## config.mk

```make
export PLATFORM = sky130hd
export DESIGN_NAME = pmb_bridge
export DESIGN_NICKNAME = d
export VERILOG_FILES = /design/src/core/pmb_pkg.sv /design/src/core/pmb_stream_if.sv /design/src/core/pmb_bridge.sv /design/src/core/pmb_fifo.sv
export SDC_FILE = /design/constraint.sdc
export NUM_CORES = 2
export LEC_CHECK = 0
export CAP_MARGIN = 20
export CORE_MARGIN = 2
export CORE_UTILIZATION = 45
export CTS_BUF_LIST = sky130_fd_sc_hd__clkbuf_8
export DETAILED_ROUTE_END_ITERATION = 6
export DONT_BUFFER_PORTS = 1
export HOLD_SLACK_MARGIN = 0.08
export SLEW_MARGIN = 20
export SYNTH_ARGS = -nofsm -noshare
export SYNTH_HDL_FRONTEND = slang
export SYNTH_SLANG_ARGS = --single-unit
```

## constraint.sdc

```tcl
create_clock -name clk -period 21.4 [get_ports clk]
set_input_delay 1.07 -clock clk [delete_from_list [all_inputs] [get_ports clk]]
set_output_delay 1.07 -clock clk [all_outputs]
set_load 0.005 [all_outputs]
```

## src/core/pmb_pkg.sv

```systemverilog
// shared constants and types of the bridge profile and arbiter block
package pmb_pkg;
	// ----------------------------------------------------------------
	// widths and sizes
	// ----------------------------------------------------------------
	localparam int ADDR_W     = 32;
	localparam int DATA_W     = 32;
	localparam int CMD_W      = 1 + ADDR_W + DATA_W;
	localparam int FIFO_DEPTH = 8;
	localparam int AGENTS     = 4;
	localparam int PEND_SLOTS = 4;
	localparam int SYNC_RST   = 1;
	// ----------------------------------------------------------------
	// command word layout: {write, addr, data}
	// ----------------------------------------------------------------
	localparam int CMD_WR_BIT = CMD_W - 1;
	localparam int CMD_A_LSB  = DATA_W;
	// ----------------------------------------------------------------
	// pending read limits and clock
	// ----------------------------------------------------------------
	localparam logic [2:0] LIMIT_ONE   = 3'h1;
	localparam logic [2:0] LIMIT_MULTI = 3'h4;
	localparam int CLK_PERIOD_NS = 5;
	// ----------------------------------------------------------------
	// enumerations
	// ----------------------------------------------------------------
	typedef enum logic [1:0] {
		TP_SINGLE      = 2'h0,
		TP_BURST_ONE   = 2'h1,
		TP_BURST_MULTI = 2'h2
	} pmb_tprof_t;
	typedef enum logic [1:0] {
		MODE_TARGET = 2'h0,
		MODE_MASTER = 2'h1,
		MODE_HOST   = 2'h2
	} pmb_mode_t;
	typedef enum logic [1:0] {
		NP_IDLE  = 2'h0,
		NP_ISSUE = 2'h1,
		NP_WAIT  = 2'h2,
		NP_DONE  = 2'h3
	} pmb_np_t;
	typedef enum logic [1:0] {
		PE_FREE   = 2'h0,
		PE_ISSUED = 2'h1,
		PE_READY  = 2'h2
	} pmb_pe_t;
endpackage

```

## src/core/pmb_stream_if.sv

```systemverilog
// valid/ready stream carrying command words between the bridge and its buffers
`timescale 1ns/100ps
interface pmb_stream_if #(parameter int W = pmb_pkg::CMD_W);
	logic         valid;
	logic         ready;
	logic [W-1:0] data;
	modport src (output valid, output data, input ready);
	modport snk (input valid, input data, output ready);
endinterface // pmb_stream_if

```

## src/core/pmb_bridge.sv

```systemverilog
// profile-steered bridge data paths, reset and clock handling, integrated arbiter
`timescale 1ns/100ps
module pmb_bridge (
	// clock and reset
	input  wire logic                          clk,
	input  wire logic                          nrst,
	// static configuration
	input  wire pmb_pkg::pmb_tprof_t           tgt_profile,
	input  wire logic                          mst_multi_pend,
	input  wire pmb_pkg::pmb_mode_t            dev_mode,
	input  wire logic                          arb_enable,
	input  wire logic                          shared_clock,
	input  wire logic                          indep_reset_enable,
	// pins: pci clock and interconnect reset
	input  wire logic                          pci_clk_in,
	input  wire logic                          ic_reset_n_in,
	output logic                               periph_reset_n,
	// pci target requests
	input  wire logic                          t_req_valid,
	input  wire logic                          t_req_write,
	input  wire logic                          t_req_pref,
	input  wire logic [pmb_pkg::ADDR_W-1:0]    t_req_addr,
	input  wire logic [pmb_pkg::DATA_W-1:0]    t_req_wdata,
	output logic                               t_ack,
	output logic                               t_retry,
	output logic [pmb_pkg::DATA_W-1:0]         t_rdata,
	// non-prefetchable interconnect master
	output logic                               np_valid,
	output logic                               np_write,
	output logic [pmb_pkg::ADDR_W-1:0]         np_addr,
	output logic [pmb_pkg::DATA_W-1:0]         np_wdata,
	input  wire logic                          np_ready,
	input  wire logic                          np_rvalid,
	input  wire logic [pmb_pkg::DATA_W-1:0]    np_rdata,
	// prefetchable interconnect master
	output logic                               pf_valid,
	output logic                               pf_write,
	output logic [pmb_pkg::ADDR_W-1:0]         pf_addr,
	output logic [pmb_pkg::DATA_W-1:0]         pf_wdata,
	input  wire logic                          pf_ready,
	input  wire logic                          pf_rvalid,
	input  wire logic [pmb_pkg::DATA_W-1:0]    pf_rdata,
	// interconnect slave towards pci
	input  wire logic                          ms_valid,
	input  wire logic                          ms_write,
	input  wire logic [pmb_pkg::ADDR_W-1:0]    ms_addr,
	input  wire logic [pmb_pkg::DATA_W-1:0]    ms_wdata,
	output logic                               ms_ready,
	output logic                               ms_rvalid,
	output logic [pmb_pkg::DATA_W-1:0]         ms_rdata,
	// pci master side
	output logic                               pm_valid,
	output logic                               pm_write,
	output logic [pmb_pkg::ADDR_W-1:0]         pm_addr,
	output logic [pmb_pkg::DATA_W-1:0]         pm_wdata,
	input  wire logic                          pm_ready,
	input  wire logic                          pm_rvalid,
	input  wire logic [pmb_pkg::DATA_W-1:0]    pm_rdata,
	// arbiter pins
	input  wire logic [pmb_pkg::AGENTS-1:0]    agent_bus_request_n_in,
	output logic [pmb_pkg::AGENTS-1:0]         agent_bus_grant_n_out
);
	localparam int NA = pmb_pkg::AGENTS;
	localparam int NP = pmb_pkg::PEND_SLOTS;

	// ----------------------------------------------------------------
	// pin synchronisers and pci clock edge
	// ----------------------------------------------------------------
	logic          pclk_meta_ff, pclk_sync_ff, pclk_prev_ff;
	logic          icr_meta_ff, icr_sync_ff;
	logic [NA-1:0] req_meta_ff, req_sync_ff;
	always_ff @(posedge clk or negedge nrst)
	begin
		if (!nrst)
		begin
			{pclk_meta_ff, pclk_sync_ff, pclk_prev_ff} <= 3'h0;
			{icr_meta_ff, icr_sync_ff}                 <= 2'h0;
			req_meta_ff                                <= '1;
			req_sync_ff                                <= '1;
		end
		else
		begin
			pclk_meta_ff <= pci_clk_in;
			pclk_sync_ff <= pclk_meta_ff;
			pclk_prev_ff <= pclk_sync_ff;
			icr_meta_ff  <= ic_reset_n_in;
			icr_sync_ff  <= icr_meta_ff;
			req_meta_ff  <= agent_bus_request_n_in;
			req_sync_ff  <= req_meta_ff;
		end
	end
	// pci-side work steps on every clk when shared, else on each pci clock rise
	wire pci_tick = shared_clock | (pclk_sync_ff & ~pclk_prev_ff);

	// ----------------------------------------------------------------
	// resets
	// ----------------------------------------------------------------
	logic periph_rst_ff;
	// bridge state never sees ic_reset_n_in, only the rest of the system does
	always_ff @(posedge clk or negedge nrst)
	begin
		if (!nrst)
			periph_rst_ff <= 1'b0;
		else
			periph_rst_ff <= indep_reset_enable ? icr_sync_ff : 1'b1;
	end
	assign periph_reset_n = periph_rst_ff;

	// ----------------------------------------------------------------
	// target decode and pending read limit
	// ----------------------------------------------------------------
	pmb_stream_if #(pmb_pkg::CMD_W) tf_in ();
	pmb_stream_if #(pmb_pkg::CMD_W) tf_out ();
	pmb_pkg::pmb_np_t           np_st_ff;
	logic                       np_wr_ff;
	logic [pmb_pkg::ADDR_W-1:0] np_addr_ff;
	logic [pmb_pkg::DATA_W-1:0] np_wdata_ff, np_rdata_ff;
	pmb_pkg::pmb_pe_t           pe_st_ff [NP];
	logic [pmb_pkg::ADDR_W-1:0] pe_addr_ff [NP];
	logic [pmb_pkg::DATA_W-1:0] pe_data_ff [NP];
	logic [1:0]                 alloc_ptr_ff, resp_ptr_ff;
	logic                       pe_hit, pe_hit_rdy;
	logic [1:0]                 pe_hit_idx;
	logic [2:0]                 pf_cnt;

	wire t_go    = pci_tick & t_req_valid;
	wire burst   = (tgt_profile != pmb_pkg::TP_SINGLE);
	wire to_pf   = t_req_pref & burst;
	wire [2:0] t_limit = (tgt_profile == pmb_pkg::TP_BURST_MULTI) ?
		pmb_pkg::LIMIT_MULTI : pmb_pkg::LIMIT_ONE;
	wire np_rd_busy = ~np_wr_ff & (np_st_ff != pmb_pkg::NP_IDLE);
	wire [2:0] rd_pend = pf_cnt + {2'h0, np_rd_busy};
	wire room    = (rd_pend < t_limit);

	always_comb
	begin
		pe_hit     = 1'b0;
		pe_hit_rdy = 1'b0;
		pe_hit_idx = 2'h0;
		pf_cnt     = 3'h0;
		for (int i = 0; i < NP; i++)
		begin
			if (pe_st_ff[i] != pmb_pkg::PE_FREE)
			begin
				pf_cnt = pf_cnt + 3'h1;
				if (pe_addr_ff[i] == t_req_addr)
				begin
					pe_hit     = 1'b1;
					pe_hit_rdy = (pe_st_ff[i] == pmb_pkg::PE_READY);
					pe_hit_idx = 2'(i);
				end
			end
		end
	end

	// prefetchable path: writes and read requests enter the buffer
	wire pf_wr_go   = t_go & to_pf & t_req_write & tf_in.ready;
	wire pf_rd_done = t_go & to_pf & ~t_req_write & pe_hit_rdy;
	wire pf_alloc   = t_go & to_pf & ~t_req_write & ~pe_hit & room & tf_in.ready
		& (pe_st_ff[alloc_ptr_ff] == pmb_pkg::PE_FREE);
	wire tf_push    = pf_wr_go | pf_alloc;
	assign tf_in.valid = tf_push;
	assign tf_in.data  = {t_req_write, t_req_addr, t_req_write ? t_req_wdata : '0};

	// non-prefetchable path: one command register
	wire np_free    = (np_st_ff == pmb_pkg::NP_IDLE);
	wire np_wr_go   = t_go & ~to_pf & t_req_write & np_free;
	wire np_rd_go   = t_go & ~to_pf & ~t_req_write & np_free & room;
	wire np_rd_done = t_go & ~to_pf & ~t_req_write & (np_st_ff == pmb_pkg::NP_DONE)
		& (np_addr_ff == t_req_addr);
	wire t_ok       = pf_wr_go | pf_rd_done | np_wr_go | np_rd_done;

	// ----------------------------------------------------------------
	// target answers and pending table
	// ----------------------------------------------------------------
	always_ff @(posedge clk or negedge nrst)
	begin
		if (!nrst)
		begin
			t_ack        <= 1'b0;
			t_retry      <= 1'b0;
			t_rdata      <= '0;
			alloc_ptr_ff <= 2'h0;
			resp_ptr_ff  <= 2'h0;
			for (int i = 0; i < NP; i++)
			begin
				pe_st_ff[i]   <= pmb_pkg::PE_FREE;
				pe_addr_ff[i] <= '0;
				pe_data_ff[i] <= '0;
			end
		end
		else
		begin
			t_ack   <= t_ok;
			t_retry <= t_go & ~t_ok;
			if (pf_rd_done)
				t_rdata <= pe_data_ff[pe_hit_idx];
			else if (np_rd_done)
				t_rdata <= np_rdata_ff;
			if (pf_alloc)
			begin
				pe_st_ff[alloc_ptr_ff]   <= pmb_pkg::PE_ISSUED;
				pe_addr_ff[alloc_ptr_ff] <= t_req_addr;
				alloc_ptr_ff             <= alloc_ptr_ff + 2'h1;
			end
			// read data returns in issue order on the prefetchable port
			if (pf_rvalid)
			begin
				pe_st_ff[resp_ptr_ff]   <= pmb_pkg::PE_READY;
				pe_data_ff[resp_ptr_ff] <= pf_rdata;
				resp_ptr_ff             <= resp_ptr_ff + 2'h1;
			end
			if (pf_rd_done)
				pe_st_ff[pe_hit_idx] <= pmb_pkg::PE_FREE;
		end
	end

	pmb_fifo #(.W(pmb_pkg::CMD_W), .D(pmb_pkg::FIFO_DEPTH)) u_tgt_buf (
		.clk   (clk),
		.nrst  (nrst),
		.in_s  (tf_in),
		.out_s (tf_out)
	);
	assign pf_valid     = tf_out.valid;
	assign tf_out.ready = pf_ready;
	assign pf_write     = tf_out.data[pmb_pkg::CMD_WR_BIT];
	assign pf_addr      = tf_out.data[pmb_pkg::CMD_A_LSB +: pmb_pkg::ADDR_W];
	assign pf_wdata     = tf_out.data[pmb_pkg::DATA_W-1:0];

	// ----------------------------------------------------------------
	// non-prefetchable command register
	// ----------------------------------------------------------------
	always_ff @(posedge clk or negedge nrst)
	begin
		if (!nrst)
		begin
			np_st_ff    <= pmb_pkg::NP_IDLE;
			np_wr_ff    <= 1'b0;
			np_addr_ff  <= '0;
			np_wdata_ff <= '0;
			np_rdata_ff <= '0;
		end
		else
		begin
			case (np_st_ff)
				pmb_pkg::NP_IDLE:
					if (np_wr_go | np_rd_go)
					begin
						np_st_ff    <= pmb_pkg::NP_ISSUE;
						np_wr_ff    <= t_req_write;
						np_addr_ff  <= t_req_addr;
						np_wdata_ff <= t_req_wdata;
					end
				pmb_pkg::NP_ISSUE:
					if (np_ready)
						np_st_ff <= np_wr_ff ? pmb_pkg::NP_IDLE : pmb_pkg::NP_WAIT;
				pmb_pkg::NP_WAIT:
					if (np_rvalid)
					begin
						np_st_ff    <= pmb_pkg::NP_DONE;
						np_rdata_ff <= np_rdata;
					end
				pmb_pkg::NP_DONE:
					if (np_rd_done)
						np_st_ff <= pmb_pkg::NP_IDLE;
				default:
					np_st_ff <= pmb_pkg::NP_IDLE;
			endcase
		end
	end
	assign np_valid = (np_st_ff == pmb_pkg::NP_ISSUE);
	assign np_write = np_wr_ff;
	assign np_addr  = np_addr_ff;
	assign np_wdata = np_wdata_ff;

	// ----------------------------------------------------------------
	// master path: interconnect to pci
	// ----------------------------------------------------------------
	pmb_stream_if #(pmb_pkg::CMD_W) mf_in ();
	pmb_stream_if #(pmb_pkg::CMD_W) mf_out ();
	logic [NA-1:0] grant_ff;
	logic [1:0]    last_ff;
	logic [2:0]    mo_cnt_ff;

	// host-bridge and master/target modes share one master behaviour
	wire master_on = (dev_mode == pmb_pkg::MODE_MASTER) | (dev_mode == pmb_pkg::MODE_HOST);
	wire [2:0] m_limit = mst_multi_pend ? pmb_pkg::LIMIT_MULTI : pmb_pkg::LIMIT_ONE;
	wire m_is_wr   = mf_out.data[pmb_pkg::CMD_WR_BIT];
	wire own_req   = master_on & mf_out.valid & (m_is_wr | (mo_cnt_ff < m_limit));
	wire granted0  = arb_enable ? grant_ff[0] : 1'b1;
	wire pm_go     = pm_valid & pm_ready;

	assign mf_in.valid  = ms_valid & master_on;
	assign mf_in.data   = {ms_write, ms_addr, ms_wdata};
	assign ms_ready     = mf_in.ready & master_on;
	assign pm_valid     = own_req & granted0 & pci_tick;
	assign mf_out.ready = pm_go;
	assign pm_write     = m_is_wr;
	assign pm_addr      = mf_out.data[pmb_pkg::CMD_A_LSB +: pmb_pkg::ADDR_W];
	assign pm_wdata     = mf_out.data[pmb_pkg::DATA_W-1:0];

	pmb_fifo #(.W(pmb_pkg::CMD_W), .D(pmb_pkg::FIFO_DEPTH)) u_mst_buf (
		.clk   (clk),
		.nrst  (nrst),
		.in_s  (mf_in),
		.out_s (mf_out)
	);

	// reads are answered later through ms_rvalid, not by holding ms_ready
	always_ff @(posedge clk or negedge nrst)
	begin
		if (!nrst)
		begin
			mo_cnt_ff <= 3'h0;
			ms_rvalid <= 1'b0;
			ms_rdata  <= '0;
		end
		else
		begin
			mo_cnt_ff <= mo_cnt_ff + {2'h0, pm_go & ~m_is_wr} - {2'h0, pm_rvalid & (mo_cnt_ff != 3'h0)};
			ms_rvalid <= pm_rvalid;
			if (pm_rvalid)
				ms_rdata <= pm_rdata;
		end
	end

	// ----------------------------------------------------------------
	// integrated arbiter, round robin
	// ----------------------------------------------------------------
	function automatic logic [NA-1:0] rr_pick(input logic [NA-1:0] req, input logic [1:0] last);
		logic [NA-1:0] g;
		logic [1:0]    idx;
		g = '0;
		for (int k = NA; k >= 1; k--)
		begin
			idx = last + 2'(k);
			if (req[idx])
				g = NA'(1) << idx;
		end
		return g;
	endfunction

	// agent zero's request pin is replaced by the bridge's own master
	wire [NA-1:0] arb_req = {~req_sync_ff[NA-1:1], own_req};
	wire [NA-1:0] nxt_grant = |(grant_ff & arb_req) ? grant_ff : rr_pick(arb_req, last_ff);

	always_ff @(posedge clk or negedge nrst)
	begin
		if (!nrst)
		begin
			grant_ff <= '0;
			last_ff  <= 2'h0;
		end
		else if (!arb_enable)
			grant_ff <= '0;
		else if (pci_tick)
		begin
			grant_ff <= nxt_grant;
			for (int k = 0; k < NA; k++)
				if (nxt_grant[k])
					last_ff <= 2'(k);
		end
	end
	assign agent_bus_grant_n_out = ~grant_ff;
endmodule // pmb_bridge

```

## src/core/pmb_fifo.sv

```systemverilog
// dual-port command buffer with valid/ready on both sides
`timescale 1ns/100ps
module pmb_fifo #(
	parameter int W = pmb_pkg::CMD_W,
	parameter int D = pmb_pkg::FIFO_DEPTH
) (
	// clock and reset
	input wire logic clk,
	input wire logic nrst,
	// fill side
	pmb_stream_if.snk in_s,
	// drain side
	pmb_stream_if.src out_s
);
	localparam int AW = $clog2(D);

	logic [W-1:0] mem [D];
	logic [AW-1:0] wr_ptr_ff;
	logic [AW-1:0] rd_ptr_ff;
	logic [AW:0]   cnt_ff;
	wire push = in_s.valid & in_s.ready;
	wire pop  = out_s.valid & out_s.ready;
	wire full = (cnt_ff == (AW+1)'(D));

	assign in_s.ready  = ~full;
	assign out_s.valid = (cnt_ff != '0);
	assign out_s.data  = mem[rd_ptr_ff];

	always_ff @(posedge clk)
	begin
		if (push)
			mem[wr_ptr_ff] <= in_s.data;
	end

	always_ff @(posedge clk or negedge nrst)
	begin
		if (!nrst)
		begin
			wr_ptr_ff <= '0;
			rd_ptr_ff <= '0;
			cnt_ff    <= '0;
		end
		else
		begin
			if (push)
				wr_ptr_ff <= (wr_ptr_ff == AW'(D-1)) ? '0 : wr_ptr_ff + 1'b1;
			if (pop)
				rd_ptr_ff <= (rd_ptr_ff == AW'(D-1)) ? '0 : rd_ptr_ff + 1'b1;
			cnt_ff <= cnt_ff + (AW+1)'(push) - (AW+1)'(pop);
		end
	end
endmodule // pmb_fifo

```

==> flow_metrics.tcl <==
set metrics [dict create \
    status "finished, final reports clean" \
    yosys-top-cells-count "1040 x edfxtp_1, 469 x dfrtp_1, 402 x mux2_2" \
    wire_per_inst_um 26.2 \
    cp_max_fo 49 \
    die_w_um 373 \
    clk_latency_ns 0.96 \
    cp_num_buf_inv 1 \
    rsz0062_at_grt "no" \
    synth.net_count 3503 \
    cts_tree "yes" \
    cts_setup_buffers 0 \
    ys_warn_count 0 \
    num_rows 135 \
    slew-limit-headroom_pct 26.2 \
    grt_pass1_vias 32063 \
    synthCells 3205 \
    clkTransAtPathRegs_ns 0.06 \
    timing.setup.tns_ns 0 \
    area_growth_pct 11.3 \
    max_slew.worst_pin.slew_ns 1.10 \
    drt_iter0_drc 1784 \
    hpwl_um 81400 \
    r2r-end "u_tgt_buf.mem[2][39]" \
    leakagePower_nw 24.9 \
    setup_violations 0 \
    hp-class "in2reg" \
    dieArea_um2 139000 \
    synth_fa_ha_area_share_pct 0.999 \
    synthTopCellsByArea "edfxtp_1 51%, dfrtp_1 19%, mux4_2 9.6%" \
    crit_start "pe_st_ff[5]" \
    ys_ff_latch 1515 \
    clock_sinks 1515 \
    cts_resized 0 \
    grt-ovfl-total 0 \
    cp_data_required_time_ns 21.95 \
    clock_path_buffers 3 \
    synth_xor_area_share_pct 2.48 \
    yosysMostFrequentCell "edfxtp_1" \
    port_buffers 0 \
    gp_congestion 0.776 \
    power_density_nw_per_um2 120 \
    peakVddDrop_mv 0.0721 \
    async_flop_share_pct 31.4 \
    crit_type "reg2reg" \
    final_max_slew_viol_count 0 \
    synth_area_um2 61100 \
    yosys.area.top_type_share_pct 51.1 \
    grt_use_total_pct 19.8 \
    start_util_pct 45.2 \
    worst_setup_path_end_kind "flip-flop" \
    synth_edf_count 1040 \
    antenna_found_initial 6 \
    drive_above_1_share_pct 30.9 \
    synth.yosys.seq_area_share_pct 70.6 \
    final.setup_skew_ns 0.0672 \
    dieHeight_um 373 \
    num_vias 29827 \
    drt_wl_total_um 139000 \
    synth_compound_area_share_pct 1.98 \
    synth_ff_type "edfxtp_1" \
    fmax_ghz 0.176 \
    firstDrtPassIters 7 \
    grt_start_max_net_pins 476 \
    maxCapViolCount 0 \
    synth_top_area_cell "edfxtp_1" \
    reg2reg_depth 14 \
    post-route-min-period_ns 5.67 \
    critPathSlowestCell "buf_4" \
    htreeDepth 4 \
    worst_hold_slack_ns 0.209 \
    grt_pass1_wl_um 202000 \
    layout.nets 3624 \
    period_share_pct 26.5 \
    cp.depth 14 \
    cts.hold.buffers_added 7 \
    cp_cell_sequence "or2_2 -> ha_1 -> xnor2_1 -> ha_1 -> mux2_2 -> ha_1 -> xor2_1 -> ha_1 -> a21oi_1 -> o2111a_1 -> a2bb2o_1 -> nand2_1 -> nor2_4 -> buf_4" \
    synthSimpleGateAreaFrac_pct 2.08 \
    timing.reg2reg.setup_slack_ns 15.73 \
    slowest_delay_ns 0.79 \
    drt-vias-per-instance 5.61 \
    arrival_ns 6.22 \
    crit_top_cell "ha_1" \
    syn_area_per_cell_um2 19.1 \
    cp-endpoint "u_tgt_buf.mem[2][39]" \
    core_area_um2 135000 \
    cts_root_buf "clkbuf_8" \
    r2r_start "pe_st_ff[5]" \
    ant_nets 0 \
    hold_violations 0 \
    drcViolationCount 0 \
    start_kind "flip-flop" \
    cp_top_family "simple AND/OR/NAND/NOR gates" \
    synth_cell_types 72 \
    synthMuxAreaShare_pct 20.4 \
    numCtsBuffers 237 \
    ios 522 \
    synth_top_family_by_area "multiplexers" \
]
power breakdown:
part / switching (W) / total (W) / internal, W
clock: 0.00114 / 0.00238 / 0.00124
combinational: 0.000914 / 0.00192 / 0.00100
sequential: 0.000322 / 0.00385 / 0.00352
total: 0.00237 / 0.00814 / 0.00576
routing by layer:
metal / vias up / wire [µm] / GRT usage [%]
met4: 2 / 2870 / 5.61
met2: 791 / 70500 / 33.5
met3: 212 / 9520 / 5.81
met1: 15979 / 56200 / 24.7
met5: - / 7 / 0
li1: 12843 / - / -
metrics by stage:
step                      std cells  cell area [µm²]  util, %  total power, W  worst slack, ns
after floorplan                3205            61100        -         0.00529            12.77
after global placement         4856            63100     46.7         0.00576            15.75
after detailed placement       4856            63100     46.7         0.00584            15.64
after CTS                      5305            67900     50.3         0.00826            15.68
after global routing           5314            68000     50.3         0.00855            15.32
final                          5314            68000     50.3         0.00814            15.73
worst register-to-register path, stage by stage, from the launching register on:
cell	delay (ns)
dfrtp_1	0.39
or2_2	0.33
ha_1	0.33
xnor2_1	0.26
ha_1	0.27
mux2_2	0.27
ha_1	0.20
xor2_1	0.17
ha_1	0.28
a21oi_1	0.20
o2111a_1	0.43
a2bb2o_1	0.38
nand2_1	0.30
nor2_4	0.63
buf_4	0.79
registers in the layout (all words and copies together) (netlist names), 4 cells and up, named ones only:
signal,flops
u_mst_buf.mem,520
u_tgt_buf.mem,520
pe_addr_ff,128
pe_data_ff,128
ms_rdata,32
np_addr,32
np_rdata_ff,32
np_wdata,32
t_rdata,32
pe_st_ff,8
grant_ff,4
u_mst_buf.cnt_ff,4
u_tgt_buf.cnt_ff,4
cell type report:
type                       instances  area (µm²)
sequential                      1515       43100
clock inverter                   177        1050
tap                             1781        2230
timing repair buffer              59         578
antenna                            4        10.0
clock buffer                     265        3650
inverter                          49         184
fill                           10814       67100
multi-input combinational       1464       17200
worst min-delay path by stage:
stage | end | startpoint | cells past startpoint | slack [ns]
floorplan | icr_sync_ff | icr_meta_ff | 0 | 0.33
global placement | icr_sync_ff | icr_meta_ff | 0 | 0.34
detailed placement | pclk_sync_ff | pclk_meta_ff | 0 | 0.34
CTS | resp_ptr_ff[0] | pf_rvalid | 1 | 0.08
global route | u_mst_buf.mem[7][4] | ms_wdata[4] | 0 | 0.1
finish | resp_ptr_ff[0] | pf_rvalid | 1 | 0.21
layout by cell type, fill, tap and decap left out, types with 21 or more instances in the layout:
cell type,count
a2bb2oi_1,25
nand2_1,46
clkinv_2,41
nor2_1,44
xor2_1,82
nor4_1,25
a221oi_1,25
clkinv_1,52
mux2i_1,74
a21oi_1,21
nand4_1,27
mux4_2,260
mux2_1,117
inv_1,109
buf_4,45
edfxtp_1,1040
mux2_2,402
clkbuf_8,265
and2_1,35
dfrtp_1,463
xnor2_1,91
ha_1,44
logic make-up after synthesis:
group / count (synthesis)
DFF: 1515
muxes: 853
and+or+nand+nor: 242
buffers and inverters: 226
xor gates and xnor gates: 173
AOI/OAI and AO/OA: 149
adders and majority gates: 47
Note: power is estimated with default switching activity, not from simulation.
